### src/design/mcg_clock_map.svh
// offsets-free constants for the master clock generator: codes, limits, band edges, nco width
`ifndef MCG_CLOCK_MAP_SVH
`define MCG_CLOCK_MAP_SVH

// clock source select codes
`define MCG_SRC_PLL 2'h3
// cpu clock ratio when halving
`define MCG_CPU_DIV 2
// divider limits
`define MCG_IDIV_MAX 2'h3
`define MCG_ODIV_MAX 4'hE
// vco band codes
`define MCG_BAND_LOW 2'h0
`define MCG_BAND_MID 2'h1
`define MCG_BAND_HIGH 2'h2
`define MCG_BAND_RSVD 2'h3
// reference clock rate in mhz
`define MCG_REF_MHZ 250
// vco band edges in mhz
`define MCG_VCO_100_MHZ 100
`define MCG_VCO_150_MHZ 150
`define MCG_VCO_200_MHZ 200
`define MCG_VCO_250_MHZ 250
// nco accumulator width
`define MCG_ACC_W 16
// consecutive matched windows before lock
`define MCG_LOCK_WINDOWS 4'h4
// reset values
`define MCG_RST_SRC 2'h0
`define MCG_RST_IDIV 2'h0
`define MCG_RST_ODIV 4'h0
`define MCG_RST_BAND 2'h0

`endif

### src/design/mcg_clock_pkg.sv
// types shared by the master clock generator
package mcg_clock_pkg;

    typedef enum logic {
        MCG_ACQUIRE,
        MCG_LOCKED
    } mcg_lock_state_t;

endpackage : mcg_clock_pkg

### src/design/mcg_edge_div.sv
// edge-driven divide-by-(n+1) stage with pass-through at n = 0
`timescale 1ns/10ps
module mcg_edge_div #(
    parameter int DIV_W = 4
) (
    // clock and reset
    input wire logic i_ref_clk,
    input wire logic i_rst_n,
    // incoming clock as level plus rising-edge pulse
    input wire logic i_level,
    input wire logic i_rise,
    // divide setting, ratio is value plus one
    input wire logic [DIV_W-1:0] i_div,
    // divided clock
    output logic o_level,
    output logic o_rise
);

    logic [DIV_W-1:0] cnt;
    logic [DIV_W-1:0] next_cnt;
    logic next_level;
    logic next_rise;
    logic [DIV_W:0] half;
    logic wrap;

    always_comb begin
        half = ({1'b0, i_div} + {{DIV_W{1'b0}}, 1'b1}) >> 1;
        wrap = (cnt >= i_div);
        next_cnt = cnt;
        next_rise = 1'b0;
        if (i_rise) begin
            next_cnt = wrap ? '0 : cnt + {{(DIV_W-1){1'b0}}, 1'b1};
            next_rise = wrap;
        end
        if (i_div == '0) begin
            // ratio one: follow the input, keeping its duty cycle
            next_level = i_level;
            next_rise = i_rise;
        end else begin
            next_level = ({1'b0, next_cnt} < half);
        end
    end

    always_ff @(posedge i_ref_clk) begin
        if (!i_rst_n) begin
            cnt <= '0;
            o_level <= 1'b0;
            o_rise <= 1'b0;
        end else begin
            cnt <= next_cnt;
            o_level <= next_level;
            o_rise <= next_rise;
        end
    end

endmodule : mcg_edge_div

### src/design/mcg_master_clock.sv
// master clock generator: bypass prescalers, digital pll, cpu and system clocks
`timescale 1ns/10ps
`include "mcg_clock_map.svh"

// Contract
// - clock config register picks bypass prescalers or pll as master clock source.
// - cpu clock equals master clock, or half of it when the halve bit is set.
// - peripheral system clock has the same frequency as the cpu clock.
// - bypass: master clock is oscillator over (input div + 1) times (output div + 1).
// - bypass with both dividers zero: master clock follows the oscillator, same duty.
// - input divider up to 3, output divider up to 14; slowest bypass is osc/60.
// - source code 11 enables the pll, which then supplies the master clock.
// - pll: master is osc times (mult + 1) over (in div + 1) times (out div + 1).
// - pll pulls into lock gradually, with no abrupt master frequency steps.
// - with the pll selected, master clock is the vco output divided by output divider value plus one.
// - band code 00/01/10 sets 100-150/150-200/200-250 mhz vco; 11 is reserved.
module mcg_master_clock #(
    parameter int MUL_W = 5,
    parameter int CNT_W = 8
) (
    // clock and reset
    input wire logic i_ref_clk,
    input wire logic i_rst_n,
    // oscillator input pin, sampled
    input wire logic i_oscillator_input_pin,
    // clock generator configuration fields
    input wire logic [1:0] i_clock_source_select,
    input wire logic [1:0] i_input_divider_value,
    input wire logic [3:0] i_output_divider_value,
    input wire logic [MUL_W-1:0] i_loop_multiplier_value,
    input wire logic [1:0] i_vco_band_select,
    // system configuration
    input wire logic i_cpu_clock_halve,
    // generated clocks
    output logic o_master_clock,
    output logic o_cpu_clock,
    output logic o_peripheral_system_clock,
    // status
    output logic o_pll_selected,
    output logic o_pll_locked,
    output logic o_band_reserved
);

    localparam int ACC_W = `MCG_ACC_W;
    // nco step for a vco frequency: f * 2^acc_w / ref rate
    localparam logic [ACC_W:0] STEP_100 = (ACC_W+1)'((`MCG_VCO_100_MHZ << ACC_W) / `MCG_REF_MHZ);
    localparam logic [ACC_W:0] STEP_150 = (ACC_W+1)'((`MCG_VCO_150_MHZ << ACC_W) / `MCG_REF_MHZ);
    localparam logic [ACC_W:0] STEP_200 = (ACC_W+1)'((`MCG_VCO_200_MHZ << ACC_W) / `MCG_REF_MHZ);
    localparam logic [ACC_W:0] STEP_250 = (ACC_W+1)'((`MCG_VCO_250_MHZ << ACC_W) / `MCG_REF_MHZ);

    // ------------------------------------------------------------
    // configuration register and oscillator sampling
    // ------------------------------------------------------------
    logic [1:0] cfg_src;
    logic [1:0] cfg_idiv;
    logic [3:0] cfg_odiv;
    logic [MUL_W-1:0] cfg_mul;
    logic [1:0] cfg_band;
    logic band_rsvd;
    logic [1:0] next_cfg_src;
    logic [1:0] next_cfg_idiv;
    logic [3:0] next_cfg_odiv;
    logic [1:0] next_cfg_band;
    logic next_band_rsvd;
    logic osc_q;
    logic osc_d;
    logic osc_rise;

    always_comb begin
        next_cfg_src = i_clock_source_select;
        // out-of-range divider settings saturate at the documented maximum
        next_cfg_idiv = i_input_divider_value;
        next_cfg_odiv = (i_output_divider_value > `MCG_ODIV_MAX) ? `MCG_ODIV_MAX
                                                                 : i_output_divider_value;
        // reserved band code is refused: previous band stays in force
        next_band_rsvd = (i_vco_band_select == `MCG_BAND_RSVD);
        next_cfg_band = next_band_rsvd ? cfg_band : i_vco_band_select;
        osc_rise = osc_q & ~osc_d;
    end

    always_ff @(posedge i_ref_clk) begin
        if (!i_rst_n) begin
            cfg_src <= `MCG_RST_SRC;
            cfg_idiv <= `MCG_RST_IDIV;
            cfg_odiv <= `MCG_RST_ODIV;
            cfg_mul <= '0;
            cfg_band <= `MCG_RST_BAND;
            band_rsvd <= 1'b0;
            osc_q <= 1'b0;
            osc_d <= 1'b0;
        end else begin
            cfg_src <= next_cfg_src;
            cfg_idiv <= next_cfg_idiv;
            cfg_odiv <= next_cfg_odiv;
            cfg_mul <= i_loop_multiplier_value;
            cfg_band <= next_cfg_band;
            band_rsvd <= next_band_rsvd;
            osc_q <= i_oscillator_input_pin;
            osc_d <= osc_q;
        end
    end

    // ------------------------------------------------------------
    // prescalers: input divider shared, output divider per path
    // ------------------------------------------------------------
    logic idiv_level;
    logic idiv_rise;
    logic byp_level;
    logic vco_level;
    logic vco_rise;
    logic pll_level;

    mcg_edge_div #(.DIV_W(2)) u_in_div (
        .i_ref_clk(i_ref_clk),
        .i_rst_n(i_rst_n),
        .i_level(osc_d),
        .i_rise(osc_rise),
        .i_div(cfg_idiv),
        .o_level(idiv_level),
        .o_rise(idiv_rise)
    );

    mcg_edge_div #(.DIV_W(4)) u_byp_out_div (
        .i_ref_clk(i_ref_clk),
        .i_rst_n(i_rst_n),
        .i_level(idiv_level),
        .i_rise(idiv_rise),
        .i_div(cfg_odiv),
        .o_level(byp_level),
        .o_rise()
    );

    mcg_edge_div #(.DIV_W(4)) u_pll_out_div (
        .i_ref_clk(i_ref_clk),
        .i_rst_n(i_rst_n),
        .i_level(vco_level),
        .i_rise(vco_rise),
        .i_div(cfg_odiv),
        .o_level(pll_level),
        .o_rise()
    );

    // ------------------------------------------------------------
    // digital pll: nco steered by vco edges counted per reference edge
    // ------------------------------------------------------------
    logic pll_en;
    logic pll_run;
    logic sel_pll;
    logic [ACC_W-1:0] acc;
    logic [ACC_W:0] step;
    logic [CNT_W-1:0] vco_cnt;
    logic [3:0] match_cnt;
    mcg_clock_pkg::mcg_lock_state_t lock_st;
    logic [ACC_W-1:0] next_acc;
    logic [ACC_W:0] next_step;
    logic [CNT_W-1:0] next_vco_cnt;
    logic [3:0] next_match_cnt;
    mcg_clock_pkg::mcg_lock_state_t next_lock_st;
    logic next_vco_rise;
    logic [ACC_W:0] acc_sum;
    logic [ACC_W:0] step_min;
    logic [ACC_W:0] step_max;
    logic [CNT_W-1:0] target;

    always_comb begin
        pll_en = (cfg_src == `MCG_SRC_PLL);
        // vco keeps running until the source switch has left it
        pll_run = pll_en | sel_pll;
        case (cfg_band)
            `MCG_BAND_MID: begin
                step_min = STEP_150;
                step_max = STEP_200;
            end
            `MCG_BAND_HIGH: begin
                step_min = STEP_200;
                step_max = STEP_250;
            end
            default: begin
                step_min = STEP_100;
                step_max = STEP_150;
            end
        endcase
        target = CNT_W'({1'b0, cfg_mul} + 1);
        acc_sum = {1'b0, acc} + step;
        next_acc = pll_run ? acc_sum[ACC_W-1:0] : '0;
        next_vco_rise = pll_run & ~acc[ACC_W-1] & acc_sum[ACC_W-1];
        next_step = step;
        next_vco_cnt = vco_cnt;
        next_match_cnt = match_cnt;
        next_lock_st = lock_st;
        if (vco_rise && vco_cnt != '1) begin
            next_vco_cnt = vco_cnt + CNT_W'(1);
        end
        if (!pll_en) begin
            // hold the vco rate while it still drives the master clock
            next_step = sel_pll ? step : step_min;
            next_vco_cnt = '0;
            next_match_cnt = '0;
            next_lock_st = mcg_clock_pkg::MCG_ACQUIRE;
        end else if (idiv_rise) begin
            // one step per reference edge keeps the frequency slewing smoothly
            // a vco edge on the window boundary opens the next window
            next_vco_cnt = vco_rise ? CNT_W'(1) : '0;
            if (vco_cnt < target && step < step_max) begin
                next_step = step + (ACC_W+1)'(1);
            end else if (vco_cnt > target && step > step_min) begin
                next_step = step - (ACC_W+1)'(1);
            end
            if (step < step_min) begin
                next_step = step + (ACC_W+1)'(1);
            end else if (step > step_max) begin
                next_step = step - (ACC_W+1)'(1);
            end
            case (lock_st)
                mcg_clock_pkg::MCG_ACQUIRE: begin
                    next_match_cnt = (vco_cnt == target) ? match_cnt + 4'h1 : 4'h0;
                    if (next_match_cnt >= `MCG_LOCK_WINDOWS) begin
                        next_lock_st = mcg_clock_pkg::MCG_LOCKED;
                    end
                end
                mcg_clock_pkg::MCG_LOCKED: begin
                    next_match_cnt = '0;
                    if (vco_cnt + CNT_W'(1) < target || vco_cnt > target + CNT_W'(1)) begin
                        next_lock_st = mcg_clock_pkg::MCG_ACQUIRE;
                    end
                end
                default: begin
                    next_lock_st = mcg_clock_pkg::MCG_ACQUIRE;
                end
            endcase
        end
    end

    always_ff @(posedge i_ref_clk) begin
        if (!i_rst_n) begin
            acc <= '0;
            step <= STEP_100;
            vco_cnt <= '0;
            match_cnt <= '0;
            lock_st <= mcg_clock_pkg::MCG_ACQUIRE;
            vco_level <= 1'b0;
            vco_rise <= 1'b0;
        end else begin
            acc <= next_acc;
            step <= next_step;
            vco_cnt <= next_vco_cnt;
            match_cnt <= next_match_cnt;
            lock_st <= next_lock_st;
            vco_level <= next_acc[ACC_W-1];
            vco_rise <= next_vco_rise;
        end
    end

    // ------------------------------------------------------------
    // glitch-free source switch and cpu / system clocks
    // ------------------------------------------------------------
    logic halve_act;
    logic next_sel_pll;
    logic next_halve_act;
    logic next_mc;
    logic next_cpu;
    logic next_locked;

    always_comb begin
        next_sel_pll = sel_pll;
        next_halve_act = halve_act;
        // change source only while the output and the new source are both low
        if (!o_master_clock && !(pll_en ? pll_level : byp_level)) begin
            next_sel_pll = pll_en;
        end
        next_mc = next_sel_pll ? pll_level : byp_level;
        // change the cpu ratio only while master and cpu clocks are both low
        if (!o_master_clock && !o_cpu_clock && !next_mc) begin
            next_halve_act = i_cpu_clock_halve;
        end
        if (!next_halve_act) begin
            next_cpu = next_mc;
        end else if (next_mc && !o_master_clock) begin
            next_cpu = ~o_cpu_clock;
        end else begin
            next_cpu = o_cpu_clock;
        end
        next_locked = (next_lock_st == mcg_clock_pkg::MCG_LOCKED);
    end

    always_ff @(posedge i_ref_clk) begin
        if (!i_rst_n) begin
            sel_pll <= 1'b0;
            halve_act <= 1'b0;
            o_master_clock <= 1'b0;
            o_cpu_clock <= 1'b0;
            o_peripheral_system_clock <= 1'b0;
            o_pll_selected <= 1'b0;
            o_pll_locked <= 1'b0;
            o_band_reserved <= 1'b0;
        end else begin
            sel_pll <= next_sel_pll;
            halve_act <= next_halve_act;
            o_master_clock <= next_mc;
            o_cpu_clock <= next_cpu;
            o_peripheral_system_clock <= next_cpu;
            o_pll_selected <= next_sel_pll;
            o_pll_locked <= next_locked;
            o_band_reserved <= next_band_rsvd;
        end
    end

endmodule : mcg_master_clock

### config.mk
export PLATFORM = sky130hd
export DESIGN_NAME = mcg_master_clock
export DESIGN_NICKNAME = d
export VERILOG_FILES = /design/src/design/mcg_clock_pkg.sv /design/src/design/mcg_edge_div.sv /design/src/design/mcg_master_clock.sv
export VERILOG_INCLUDE_DIRS = /design/src /design/src/design
export SDC_FILE = /design/constraint.sdc
export NUM_CORES = 1
export LEC_CHECK = 0
export BUFFER_PORTS_ARGS = -buffer_cell sky130_fd_sc_hd__buf_4
export CORE_ASPECT_RATIO = 0.5
export CORE_UTILIZATION = 63
export CTS_BUF_LIST = sky130_fd_sc_hd__clkbuf_16
export CTS_CLUSTER_DIAMETER = 30
export CTS_CLUSTER_SIZE = 8
export DETAILED_ROUTE_END_ITERATION = 6
export PLACE_DENSITY = 0.81
export SLEW_MARGIN = 20
export SYNTH_ARGS = -nofsm -noshare
export SYNTH_HDL_FRONTEND = slang
export SYNTH_HIERARCHICAL = 1
export SYNTH_SLANG_ARGS = --single-unit
### constraint.sdc
create_clock -name i_ref_clk -period 3.7 [get_ports i_ref_clk]
set_clock_uncertainty 0.1 [all_clocks]
set_input_delay 1.11 -clock i_ref_clk [delete_from_list [all_inputs] [get_ports i_ref_clk]]
set_output_delay 1.11 -clock i_ref_clk [all_outputs]
set_load 0.01 [all_outputs]
== Word level (Yosys, flattened, before mapping) ==
Index checks and enable logic that the tools add are counted.

* RAM bits: 0
* Memories: 0
* Bits of input ports: 19
* Register bits after elaboration: 83
* Bits in latches: 0
* ROM bits: 0

* Multiplexer cells: 35
* Shift-type cells: 0
* Multipliers: 0
* Divide/modulo/power cells: 0
* Bitwise logic cells: 9
* Equal/unequal tests: 10
* Add/subtract/negate cells: 12
* Reductions and logical operators: 19
* Order comparisons: 16

{| class="wikitable"
|+ Operators by type and width
! kind !! number
|-
| 17-bit two-way mux || 7
|-
| 17-bit case mux with 2 select lines || 1
|-
| 16-bit case mux with 2 select lines || 1
|-
| 4-bit two-way mux || 6
|-
| 17-bit by 1-bit adder with 17-bit output (second input constant) || 1
|-
| 17-bit by 16-bit > comparator with 1-bit output || 1
|-
| 17-bit > comparator || 1
|-
| 17-bit by 16-bit < comparator with 1-bit output || 1
|-
| 17-bit < comparator || 1
|-
| 17-bit by 1-bit subtractor with 17-bit output (second input constant) || 1
|-
| 16-bit adder || 1
|-
| 8-bit by 6-bit < comparator with 1-bit output || 2
|-
| 8-bit two-way mux || 2
|-
| 1-bit two-way mux || 14
|-
| 4-bit by 1-bit adder with 4-bit output (second input constant) || 3
|-
| 8-bit by 1-bit adder with 8-bit output (second input constant) || 1
|-
| 8-bit by 6-bit equality test with 1-bit output || 1
|-
| 4-bit >= comparator || 2
|-
| 8-bit by 6-bit > comparator with 1-bit output || 1
|-
| 8-bit by 7-bit > comparator with 1-bit output || 1
|-
| 4-bit < comparator || 2
|-
| 8-bit inequality test (second input constant) || 1
|-
| 4-bit case mux with 2 select lines || 1
|-
| 6-bit by 1-bit adder with 7-bit output (second input constant) || 1
|-
| 27 further kinds || 47
|}

== Depth between registers and ports, before layout ==
Gate-level depths: netlist of the first run.

* Word-level depth: 10
* Depth in mapped cells: 14
* Depth with buffers taken out: 13

== By module ==
Netlist of the first run, hierarchy kept.

{| class="wikitable"
|+ Modules (own cells, without submodules)
! module !! area an instance (µm²) !! instances !! cells each
|-
| mcg_master_clock || 5206.2 || 1 || 627
|-
| mcg_edge_div at u_byp_out_div ... || 589.3 || 2 || 67
|-
| mcg_edge_div at u_in_div || 297.8 || 1 || 32
|}

== Worst setup path before layout of the first run ==
No wires, ideal clock.

* Kind: reg-to-reg
* Start point: register cfg_band[0]
* End point: register step[15]
* Setup slack: 499 ps
* Buffers on the path: 2
* Required time: 3478 ps
* Stages on the path, launching flop included: 15
* Setup time: 122 ps
* Arrival time: 2979 ps
* Path through: dfxtp_1 inv_1 ha_1 buf_4 inv_2 ha_1 a21oi_1 nand2_1 a2111oi_2 o211ai_2 o21a_4 buf_6 o32ai_4 mux2i_1 a311o_1

* Word-level cells in the longest chain between the ends: 9
* Elaborated cells between the ends (all ways): 18
* Classes of those cells: order compare: 4; eq/ne: 3; mux: 8; reduce/logical: 3

{| class="wikitable"
|+ Ends and longest elaborated chain
! what !! RTL line !! RTL
|-
| start: declaration || mcg_master_clock.sv:58 || <nowiki>logic [1:0] cfg_band;</nowiki>
|-
| start signal: assignment || mcg_master_clock.sv:87 || <nowiki>cfg_band <= `MCG_RST_BAND;</nowiki>
|-
| start signal: assignment || mcg_master_clock.sv:96 || <nowiki>cfg_band <= next_cfg_band;</nowiki>
|-
| 2-bit equality test / 2-bit by 1-bit equality test with 1-bit output (equally long branches) || mcg_master_clock.sv:169 || <nowiki>case (cfg_band)</nowiki>
|-
| 17-bit case mux with 2 select lines || mcg_master_clock.sv:169 ||
|-
| 17-bit < comparator || mcg_master_clock.sv:204 || <nowiki>if (vco_cnt < target && step < step_max) begin</nowiki>
|-
| 1-bit logical AND || mcg_master_clock.sv:204 ||
|-
| 17-bit two-way mux || mcg_master_clock.sv:204 ||
|-
| 17-bit two-way mux || mcg_master_clock.sv:211 || <nowiki>end else if (step > step_max) begin</nowiki>
|-
| 17-bit two-way mux || mcg_master_clock.sv:209 || <nowiki>if (step < step_min) begin</nowiki>
|-
| 17-bit two-way mux || mcg_master_clock.sv:200 || <nowiki>end else if (idiv_rise) begin</nowiki>
|-
| 17-bit two-way mux || mcg_master_clock.sv:194 || <nowiki>if (!pll_en) begin</nowiki>
|-
| end signal: assignment || mcg_master_clock.sv:245 || <nowiki>step <= next_step;</nowiki>
|-
| end: declaration || mcg_master_clock.sv:150 || <nowiki>logic [ACC_W:0] step;</nowiki>
|}

Several ways; a longest one is shown, not always the timed one. The select of a mux whose other input is x is not followed.
A chain may end at the register's enable or synchronous reset.

== Worst setup path after layout of the first run ==
* Start point: register cfg_band[1]
* End point: register step[11]

The elaborated chain is that of the path after synthesis.

==> impl_metrics.json, run 1 <==
{
  "die-width_um": 147,
  "start_kind": "flip-flop",
  "p_sw_w": 0.000697,
  "cts_root_buffer": "clkbuf_16",
  "wl_per_cell_um": 16.6,
  "first_iter_violations": 504,
  "drtAntennaViolNets": 0,
  "drc": 0,
  "p_int_w": 0.00165,
  "cp-end-kind": "flip-flop",
  "overflow": 0,
  "antennaDiodeCount": 0,
  "clkTransAtPathRegs_ps": 70,
  "place_congestion": 0.930,
  "outcome": "finished clean",
  "dieArea_um2": 10900,
  "worstReg2RegEnd": "step[11]",
  "report.final.slew_viol_count": 0,
  "areaGrowthSynthToFinish_pct": 10.5,
  "via_count": 6004,
  "seqPwrFrac": 0.416,
  "post-place-ws_ps": 159,
  "portBuffers": 24,
  "fin_nets": 926,
  "power_frac_comb": 0.191,
  "cts.path.max_buffers": 2,
  "power.density_nw_per_um2": 322,
  "critical_path_required_ps": 3840,
  "start_util": 0.648,
  "antenna_found_initial": 0,
  "ys_warn_count": 6,
  "clkPwrFrac": 0.393,
  "netSwitchingFraction": 0.297,
  "clkLatencyLatePin_ps": 350,
  "core-area_um2": 10200,
  "rsz0062_at_grt": "false",
  "post-place-cells": 938,
  "r2r_slack_ps": 150,
  "ir_drop_v": 0.000203,
  "finalCriticalPeriod_ps": 3550,
  "synthCells": 785,
  "hold_class": "reg -> reg",
  "fmax_mhz": 282,
  "die_h_um": 74.5,
  "dp_hpwl_um": 11300,
  "ioPinCount": 25,
  "grt_usage": 0.292,
  "rr_startpoint": "cfg_band[1]",
  "setup_tns_ps": 0,
  "grt_pass1_vias": 5516,
  "post-route-period-util": 0.959,
  "min_path_cells": 1,
  "cts-hold-fix-buffers": 0,
  "critPathKind": "reg -> reg",
  "setup_viol": 0,
  "slew_headroom": 0.558,
  "whs_endpoint": "osc_d",
  "timing.final.ws_setup_ps": 153,
  "clock-sinks": 83,
  "crit_fanout": 11,
  "hold_start": "osc_q",
  "cts_tree": "yes",
  "grt_pass1_wl_um": 25500,
  "cts_buffers": 9,
  "finalNonFillerCells": 959,
  "avgViaCountPerCell": 6.26,
  "drtPass1Iterations": 5,
  "netlist_area_um2": 6620,
  "maxCapViolations": 0,
  "syn-num-nets": 897,
  "wirelength_um": 15900,
  "worst_slew_pin_slew_ps": 662,
  "drive_above_1_share": 0.129,
  "hold_violations": 0,
  "cts-htree-levels": 3,
  "arrival_ps": 3690,
  "leakage_nw": 3.02,
  "avgSynthCellArea_um2": 8.43,
  "rows": 26,
  "grt_max_degree": 38,
  "r2r_cells": 13
}
==> power by group through the flow <==
stage	logic (W)	registers, W	clock network (W)
after floorplan	0.000336	0.000977	0
after global placement	0.000413	0.000995	0
after detailed placement	0.000428	0.000996	0
after CTS	0.000434	0.000976	0.000932
after global routing	0.000493	0.000983	0.000967
final	0.000448	0.000978	0.000924
==> worst max-delay path by stage <==
| stage | to | slack, ps | from |
|---|---|---|---|
| 2_1_floorplan | step[15] | 500 | cfg_band[0] |
| 3_3_place_gp | step[7] | 290 | cfg_band[1] |
| 3_5_place_dp | step[8] | 160 | cfg_band[1] |
| 4_1_cts | step[13] | 130 | cfg_band[1] |
| 5_1_grt | step[8] | 30 | cfg_band[1] |
| 6_report | step[11] | 150 | cfg_band[1] |
==> worst max-delay path: stages, from the launching register on <==
cell	delay (ps)
dfxtp_1	310
inv_1	100
ha_2	290
clkinvlp_4	180
buf_4	170
ha_1	300
nand4b_1	230
a2111oi_2	400
o21ai_1	170
nand3_2	170
o21a_4	280
mux2_2	380
a22o_1	190
a22o_1	180
==> state kept, by name, summed over array words and instances, names as in the netlist, 2 cells and up <==
name / cells
cfg_odiv: 4
u_pll_out_div/cnt: 4
step: 17
acc: 16
u_byp_out_div/cnt: 4
match_cnt: 4
u_in_div/cnt: 2
cfg_idiv: 2
vco_cnt: 8
cfg_mul: 5
cfg_src: 2
cfg_band: 2
==> cell usage in the layout (no fill, tap or decap), drive strengths merged, types with 11 or more instances in the layout <==
cell type,count
ha,92
dfxtp,83
nor2,66
nand2,58
inv,46
buf,42
o21ai,41
nand3,39
a21oi,31
xnor2,22
and2,21
o21a,17
or3,15
nand2b,14
xor2,13
nor3,13
nor2b,13
a211oi,13
mux2i,12
a31oi,11
o211ai,11
==> repair_timing <==
action,in CTS,in global routing
resized for setup,0,5
setup buffers,0,4
setup endpoints to repair,0,16
==> layer usage <==
layer / GRT usage / part of all wire / vias up
met5: 0 / 0 / -
met4: 0.132 / 0.023 / 0
met3: 0.0540 / 0.056 / 40
met2: 0.517 / 0.47 / 203
met1: 0.355 / 0.45 / 2829
li1: - / - / 2932
==> metrics by stage <==
stage           util  area (µm²)  hold WS [ps]  total power [W]
4_1_cts        0.710        7250           370          0.00234
6_report       0.715        7310           364          0.00235
2_1_floorplan      -        6620           321          0.00131
3_3_place_gp   0.680        6950           333          0.00141
5_1_grt        0.715        7310           385          0.00244
3_5_place_dp   0.680        6950           349          0.00142
==> area by class of cell <==
class,instances,area (µm²)
Timing Repair Buffer,42,315
Multi-Input combinational cell,633,4680
Fill cell,821,2910
Clock buffer,9,225
Tap cell,140,175
Inverter,44,169
Sequential cell,83,1660
Clock inverter,7,76.3
Timing Repair inverter,1,5.00
Note: power is estimated with default switching activity, not from simulation.
==> inputs of run 2 (changes only) <==
Settings changed: CORE_UTILIZATION 63 to 65, PLACE_DENSITY 0.81 to 0.83.
Clock period 3.7 ns to 4.6 ns, I/O delays scaled along.
==> run 2 against run 1 <==
  * Hold slack gained 16 ps
  * Clock power decreased by 22%
  * Global-route usage grew 2.2 points
  * Total power shrank 21%
  * Utilization increased by 2.5 points
  * Die area shrank 3.0%
  * Cell area is 2.1% lower
  * Maximum frequency is 4.3% lower
  * Via count down 0.70%
  * Sequential power shrank 19%
  * Critical endpoint is now step[10]
  * Largest cell class unchanged
  * Highest routed layer unchanged
==> impl_metrics.json, run 2 (synthesized netlist as in run 1, its figures left out) <==
{
  "rows": 25,
  "finalCriticalPeriod_ps": 3710,
  "largest_register_ffs": 17,
  "clkTransAtPathRegs_ps": 70,
  "finalNonFillerCells": 938,
  "setup_tns_ps": 0,
  "die-width_um": 145,
  "hold_violations": 0,
  "grt_max_degree": 59,
  "ioPinCount": 25,
  "placed_area_um2": 6870,
  "cp-end-kind": "flip-flop",
  "cts-htree-levels": 3,
  "start_util": 0.684,
  "cts_tree": "yes",
  "leakage_nw": 2.94,
  "dp_hpwl_um": 11200,
  "wl_per_cell_um": 16.7,
  "clock-sinks": 83,
  "finalInstanceArea_um2": 7150,
  "rr_startpoint": "cfg_band[1]",
  "antennaDiodeCount": 0,
  "top_regs": "step x17, acc x16, vco_cnt x8",
  "grt_usage": 0.314,
  "fin_nets": 911,
  "wirelength_um": 15600,
  "areaGrowthSynthToFinish_pct": 8.11,
  "arrival_ps": 3830,
  "fmax_mhz": 270,
  "largest_register": "step",
  "cts.path.max_buffers": 2,
  "slew_headroom": 0.477,
  "hold_start": "halve_act",
  "layout_commonest_cell": "ha_1",
  "cts_root_buffer": "clkbuf_16",
  "avgViaCountPerCell": 6.36,
  "worst_slew_pin_slew_ps": 782,
  "post_cts_resized": 0,
  "final_cell_mix": "ha_1, dfxtp_1, nor2_1",
  "drtPass1Iterations": 5,
  "maxCapViolations": 0,
  "grt_pass1_vias": 5517,
  "hold_class": "reg -> reg",
  "outcome": "finished clean",
  "rsz0062_at_grt": "false",
  "critical_path_required_ps": 4730,
  "whs_endpoint": "halve_act",
  "place_congestion": 0.920,
  "start_kind": "flip-flop",
  "drtAntennaViolNets": 0,
  "post-place-cells": 923,
  "postCtsSetupBuffers": 0,
  "critPathKind": "reg -> reg",
  "first_iter_violations": 568,
  "core-area_um2": 9670,
  "ir_drop_v": 0.000195,
  "portBuffers": 24,
  "dieArea_um2": 10600,
  "r2r_slack_ps": 890,
  "post-route-period-util": 0.806,
  "min_path_cells": 2,
  "clkLatencyLatePin_ps": 350,
  "power.density_nw_per_um2": 259,
  "cts_buffers": 9,
  "via_count": 5962,
  "report.final.slew_viol_count": 0,
  "r2r_cells": 13,
  "grt_pass1_wl_um": 26100,
  "cts-hold-fix-buffers": 0,
  "die_h_um": 73.3,
  "drive_above_1_share": 0.106,
  "antenna_found_initial": 0,
  "worstReg2RegEnd": "step[10]",
  "overflow": 0,
  "crit_fanout": 11,
  "setup_viol": 0,
  "drc": 0
}
[run 2: through the flow]
stage | power (W) | setup WS [ps] | hold WS, ps | utilization
6_report | 0.00185 | 894 | 380 | 0.740
5_1_grt | 0.00193 | 695 | 398 | 0.740
4_1_cts | 0.00185 | 956 | 385 | 0.740
3_5_place_dp | 0.00114 | 976 | 338 | 0.711
3_3_place_gp | 0.00113 | 1230 | 333 | 0.711
2_1_floorplan | 0.00106 | 1400 | 321 | -
[run 2: critical path, cell delays in order, from the launching register on]
cell	delay, ps
dfxtp_1	330
inv_1	70
ha_1	260
inv_1	310
ha_1	320
a211oi_1	260
nor2_1	90
a2111oi_2	440
o211ai_2	170
o21ai_2	330
buf_4	240
mux2i_1	270
nor4b_1	290
nor4_1	90
[run 2: worst max-delay path by stage]
| stage | startpoint | to | slack, ps |
|---|---|---|---|
| global placement | cfg_band[1] | step[10] | 1230 |
| floorplan | cfg_band[0] | step[15] | 1400 |
| finish | cfg_band[1] | step[10] | 890 |
| CTS | cfg_band[1] | step[10] | 960 |
| detailed placement | cfg_band[1] | step[10] | 980 |
| global route | cfg_band[1] | step[10] | 690 |
[run 2: per-layer routing]
metal,track usage,share of wire,vias to the layer above
met3,0.0632,0.067,34
met2,0.533,0.47,215
met1,0.401,0.45,2810
li1,-,-,2903
met5,0,0,-
met4,0.110,0.017,0
[run 2: cell type report]
type / count / area (µm²)
multi-input cells: 633 / 4660
fillers: 731 / 2510
flip-flops and latches: 83 / 1660
clock buffers: 9 / 225
repair buffers: 28 / 210
well taps: 135 / 169
inverters: 44 / 165
clock inverters: 6 / 58.8
[run 2: power by group]
group	total, W	internal [W]	switching (W)
registers	0.000793	0.000745	0.0000475
logic	0.000344	0.000153	0.000191
clock network	0.000717	0.000414	0.000303
total	0.00185	0.00131	0.000541
==> inputs of run 3 (changes only) <==
Settings changed: CORE_UTILIZATION 65 to 63, PLACE_DENSITY 0.83 to 0.81.
Clock period 4.6 ns to 3.8 ns, I/O delays scaled along.
==> run 3 against run 2 <==
  * Count of clock-buffer cells in the layout unchanged
  * Hold slack got worse by 27 ps
  * Total power increased by 20%
  * Sequential share of layout area decreased by 0.24 points
  * First-iteration DRC count decreased by 35%
  * Combinational power increased by 23%
  * Maximum frequency increased by 5.3%
  * Non-clock buffer count increased by 8
  * Via count decreased by 0.32%
==> impl_metrics.json, run 3 (synthesized netlist as in run 1, its figures left out) <==
{
  "clkTransAtPathRegs_ps": 60,
  "whs_endpoint": "osc_d",
  "grt_usage": 0.288,
  "top_regs": "step x17, acc x16, vco_cnt x8",
  "fin_nets": 919,
  "antennaDiodeCount": 0,
  "grt_max_degree": 40,
  "cts-htree-levels": 3,
  "start_kind": "flip-flop",
  "grt_pass1_wl_um": 25300,
  "r2r_slack_ps": 280,
  "wl_per_cell_um": 16.2,
  "postCtsSetupBuffers": 0,
  "clock-sinks": 83,
  "post-route-period-util": 0.926,
  "report.final.slew_viol_count": 0,
  "power.density_nw_per_um2": 307,
  "avgViaCountPerCell": 6.24,
  "die_h_um": 74.5,
  "slew_headroom": 0.541,
  "die-width_um": 147,
  "portBuffers": 24,
  "antenna_found_initial": 0,
  "final_cell_mix": "ha_1, dfxtp_1, nor2_1",
  "critical_path_required_ps": 3970,
  "dp_hpwl_um": 11400,
  "ioPinCount": 25,
  "place_congestion": 0.941,
  "rr_startpoint": "cfg_band[1]",
  "via_count": 5943,
  "fmax_mhz": 284,
  "setup_tns_ps": 0,
  "hold_class": "reg -> reg",
  "ir_drop_v": 0.000212,
  "hold_start": "osc_q",
  "arrival_ps": 3680,
  "worstReg2RegEnd": "step[13]",
  "largest_register": "step",
  "hold_violations": 0,
  "setup_viol": 0,
  "start_util": 0.648,
  "dieArea_um2": 10900,
  "largest_register_ffs": 17,
  "wirelength_um": 15400,
  "whs_ps": 353,
  "drtPass1Iterations": 6,
  "drive_above_1_share": 0.121,
  "core-area_um2": 10200,
  "drtAntennaViolNets": 0,
  "cts.path.max_buffers": 2,
  "outcome": "finished clean",
  "cp-end-kind": "flip-flop",
  "grt_pass1_vias": 5408,
  "critPathKind": "reg -> reg",
  "areaGrowthSynthToFinish_pct": 9.23,
  "fin_util": 0.707,
  "cts_tree": "yes",
  "worst_slew_pin_slew_ps": 672,
  "cts_buffers": 9,
  "overflow": 0,
  "crit_fanout": 11,
  "num-fill-cells": 807,
  "finalCriticalPeriod_ps": 3520,
  "min_path_cells": 1,
  "cts_root_buffer": "clkbuf_16",
  "r2r_cells": 12,
  "rsz0062_at_grt": "false",
  "clkLatencyLatePin_ps": 350,
  "drc": 0,
  "leakage_nw": 2.98,
  "layout_commonest_cell": "ha_1",
  "rows": 26,
  "maxCapViolations": 0,
  "first_iter_violations": 369
}
[run 3: cell count changes in the layout (fill, tap and decap cells not counted), sizes merged]
cell / before / now
buf: 28 / 36
bufinv: 1 / 0
clkinv: 3 / 2
inv: 45 / 48
[run 3: cell type report]
cell class / instances / area (µm²) / share of cell area
clock buffer: 9 / 225 / 0.0312
clock inverter: 7 / 58.8 / 0.00814
inverter: 44 / 165 / 0.0229
multi-input combinational: 633 / 4670 / 0.646
sequential: 83 / 1660 / 0.230
tap: 140 / 175 / 0.0242
timing repair buffer: 36 / 270 / 0.0374
[run 3: how the worst max path moves through the flow]
| stage | start | to | slack, ps | depth (start not counted) |
|---|---|---|---|---|
| final | cfg_band[1] | step[13] | 280 | 12 |
| after CTS | cfg_band[1] | step[14] | 300 | 12 |
| after floorplan | cfg_band[0] | step[15] | 600 | 14 |
| after detailed placement | cfg_band[1] | step[14] | 300 | 12 |
| after global placement | cfg_band[1] | step[15] | 470 | 12 |
| after global routing | cfg_band[1] | step[13] | 3 | 12 |
[run 3: what timing repair did]
action / CTS / global route
resized for setup: 0 / 2
hold buffers: 0 / 0
setup endpoints to repair: 0 / 3
[run 3: where the power goes]
| group | switching, W | leakage [nW] | internal [W] |
|---|---|---|---|
| logic | 0.000232 | 2.17 | 0.000189 |
| clock network | 0.000387 | 0.139 | 0.000454 |
| registers | 0.0000541 | 0.677 | 0.000902 |
[run 3: worst max-delay path, cell delays in order, from the launching register on]
cell and delay, ps:
dfxtp_1 340, inv_1 70, ha_1 240, inv_1 330
ha_1 330, a211oi_1 230, nor2_1 80, a2111oi_2 430
o211ai_2 170, o21ai_2 280, o21a_1 430, o21ai_0 160
a32oi_1 230
[run 3: routing by layer]
layer	global-route usage	vias up	routed length, µm	part of all wire
li1	-	2908	-	-
met5	0	-	0	0
met2	0.505	168	7230	0.47
met4	0.0871	0	248	0.016
met1	0.361	2839	7080	0.46
met3	0.0669	28	817	0.053
[run 3: metrics by stage]
stage	cell area, µm²	cells	power, W	setup WS [ps]
6_report	7230	952	0.00222	281
5_1_grt	7230	952	0.00232	3.17
4_1_cts	7220	952	0.00223	297
3_5_place_dp	6930	936	0.00139	295
3_3_place_gp	6930	936	0.00137	470
2_1_floorplan	6620	785	0.00128	599
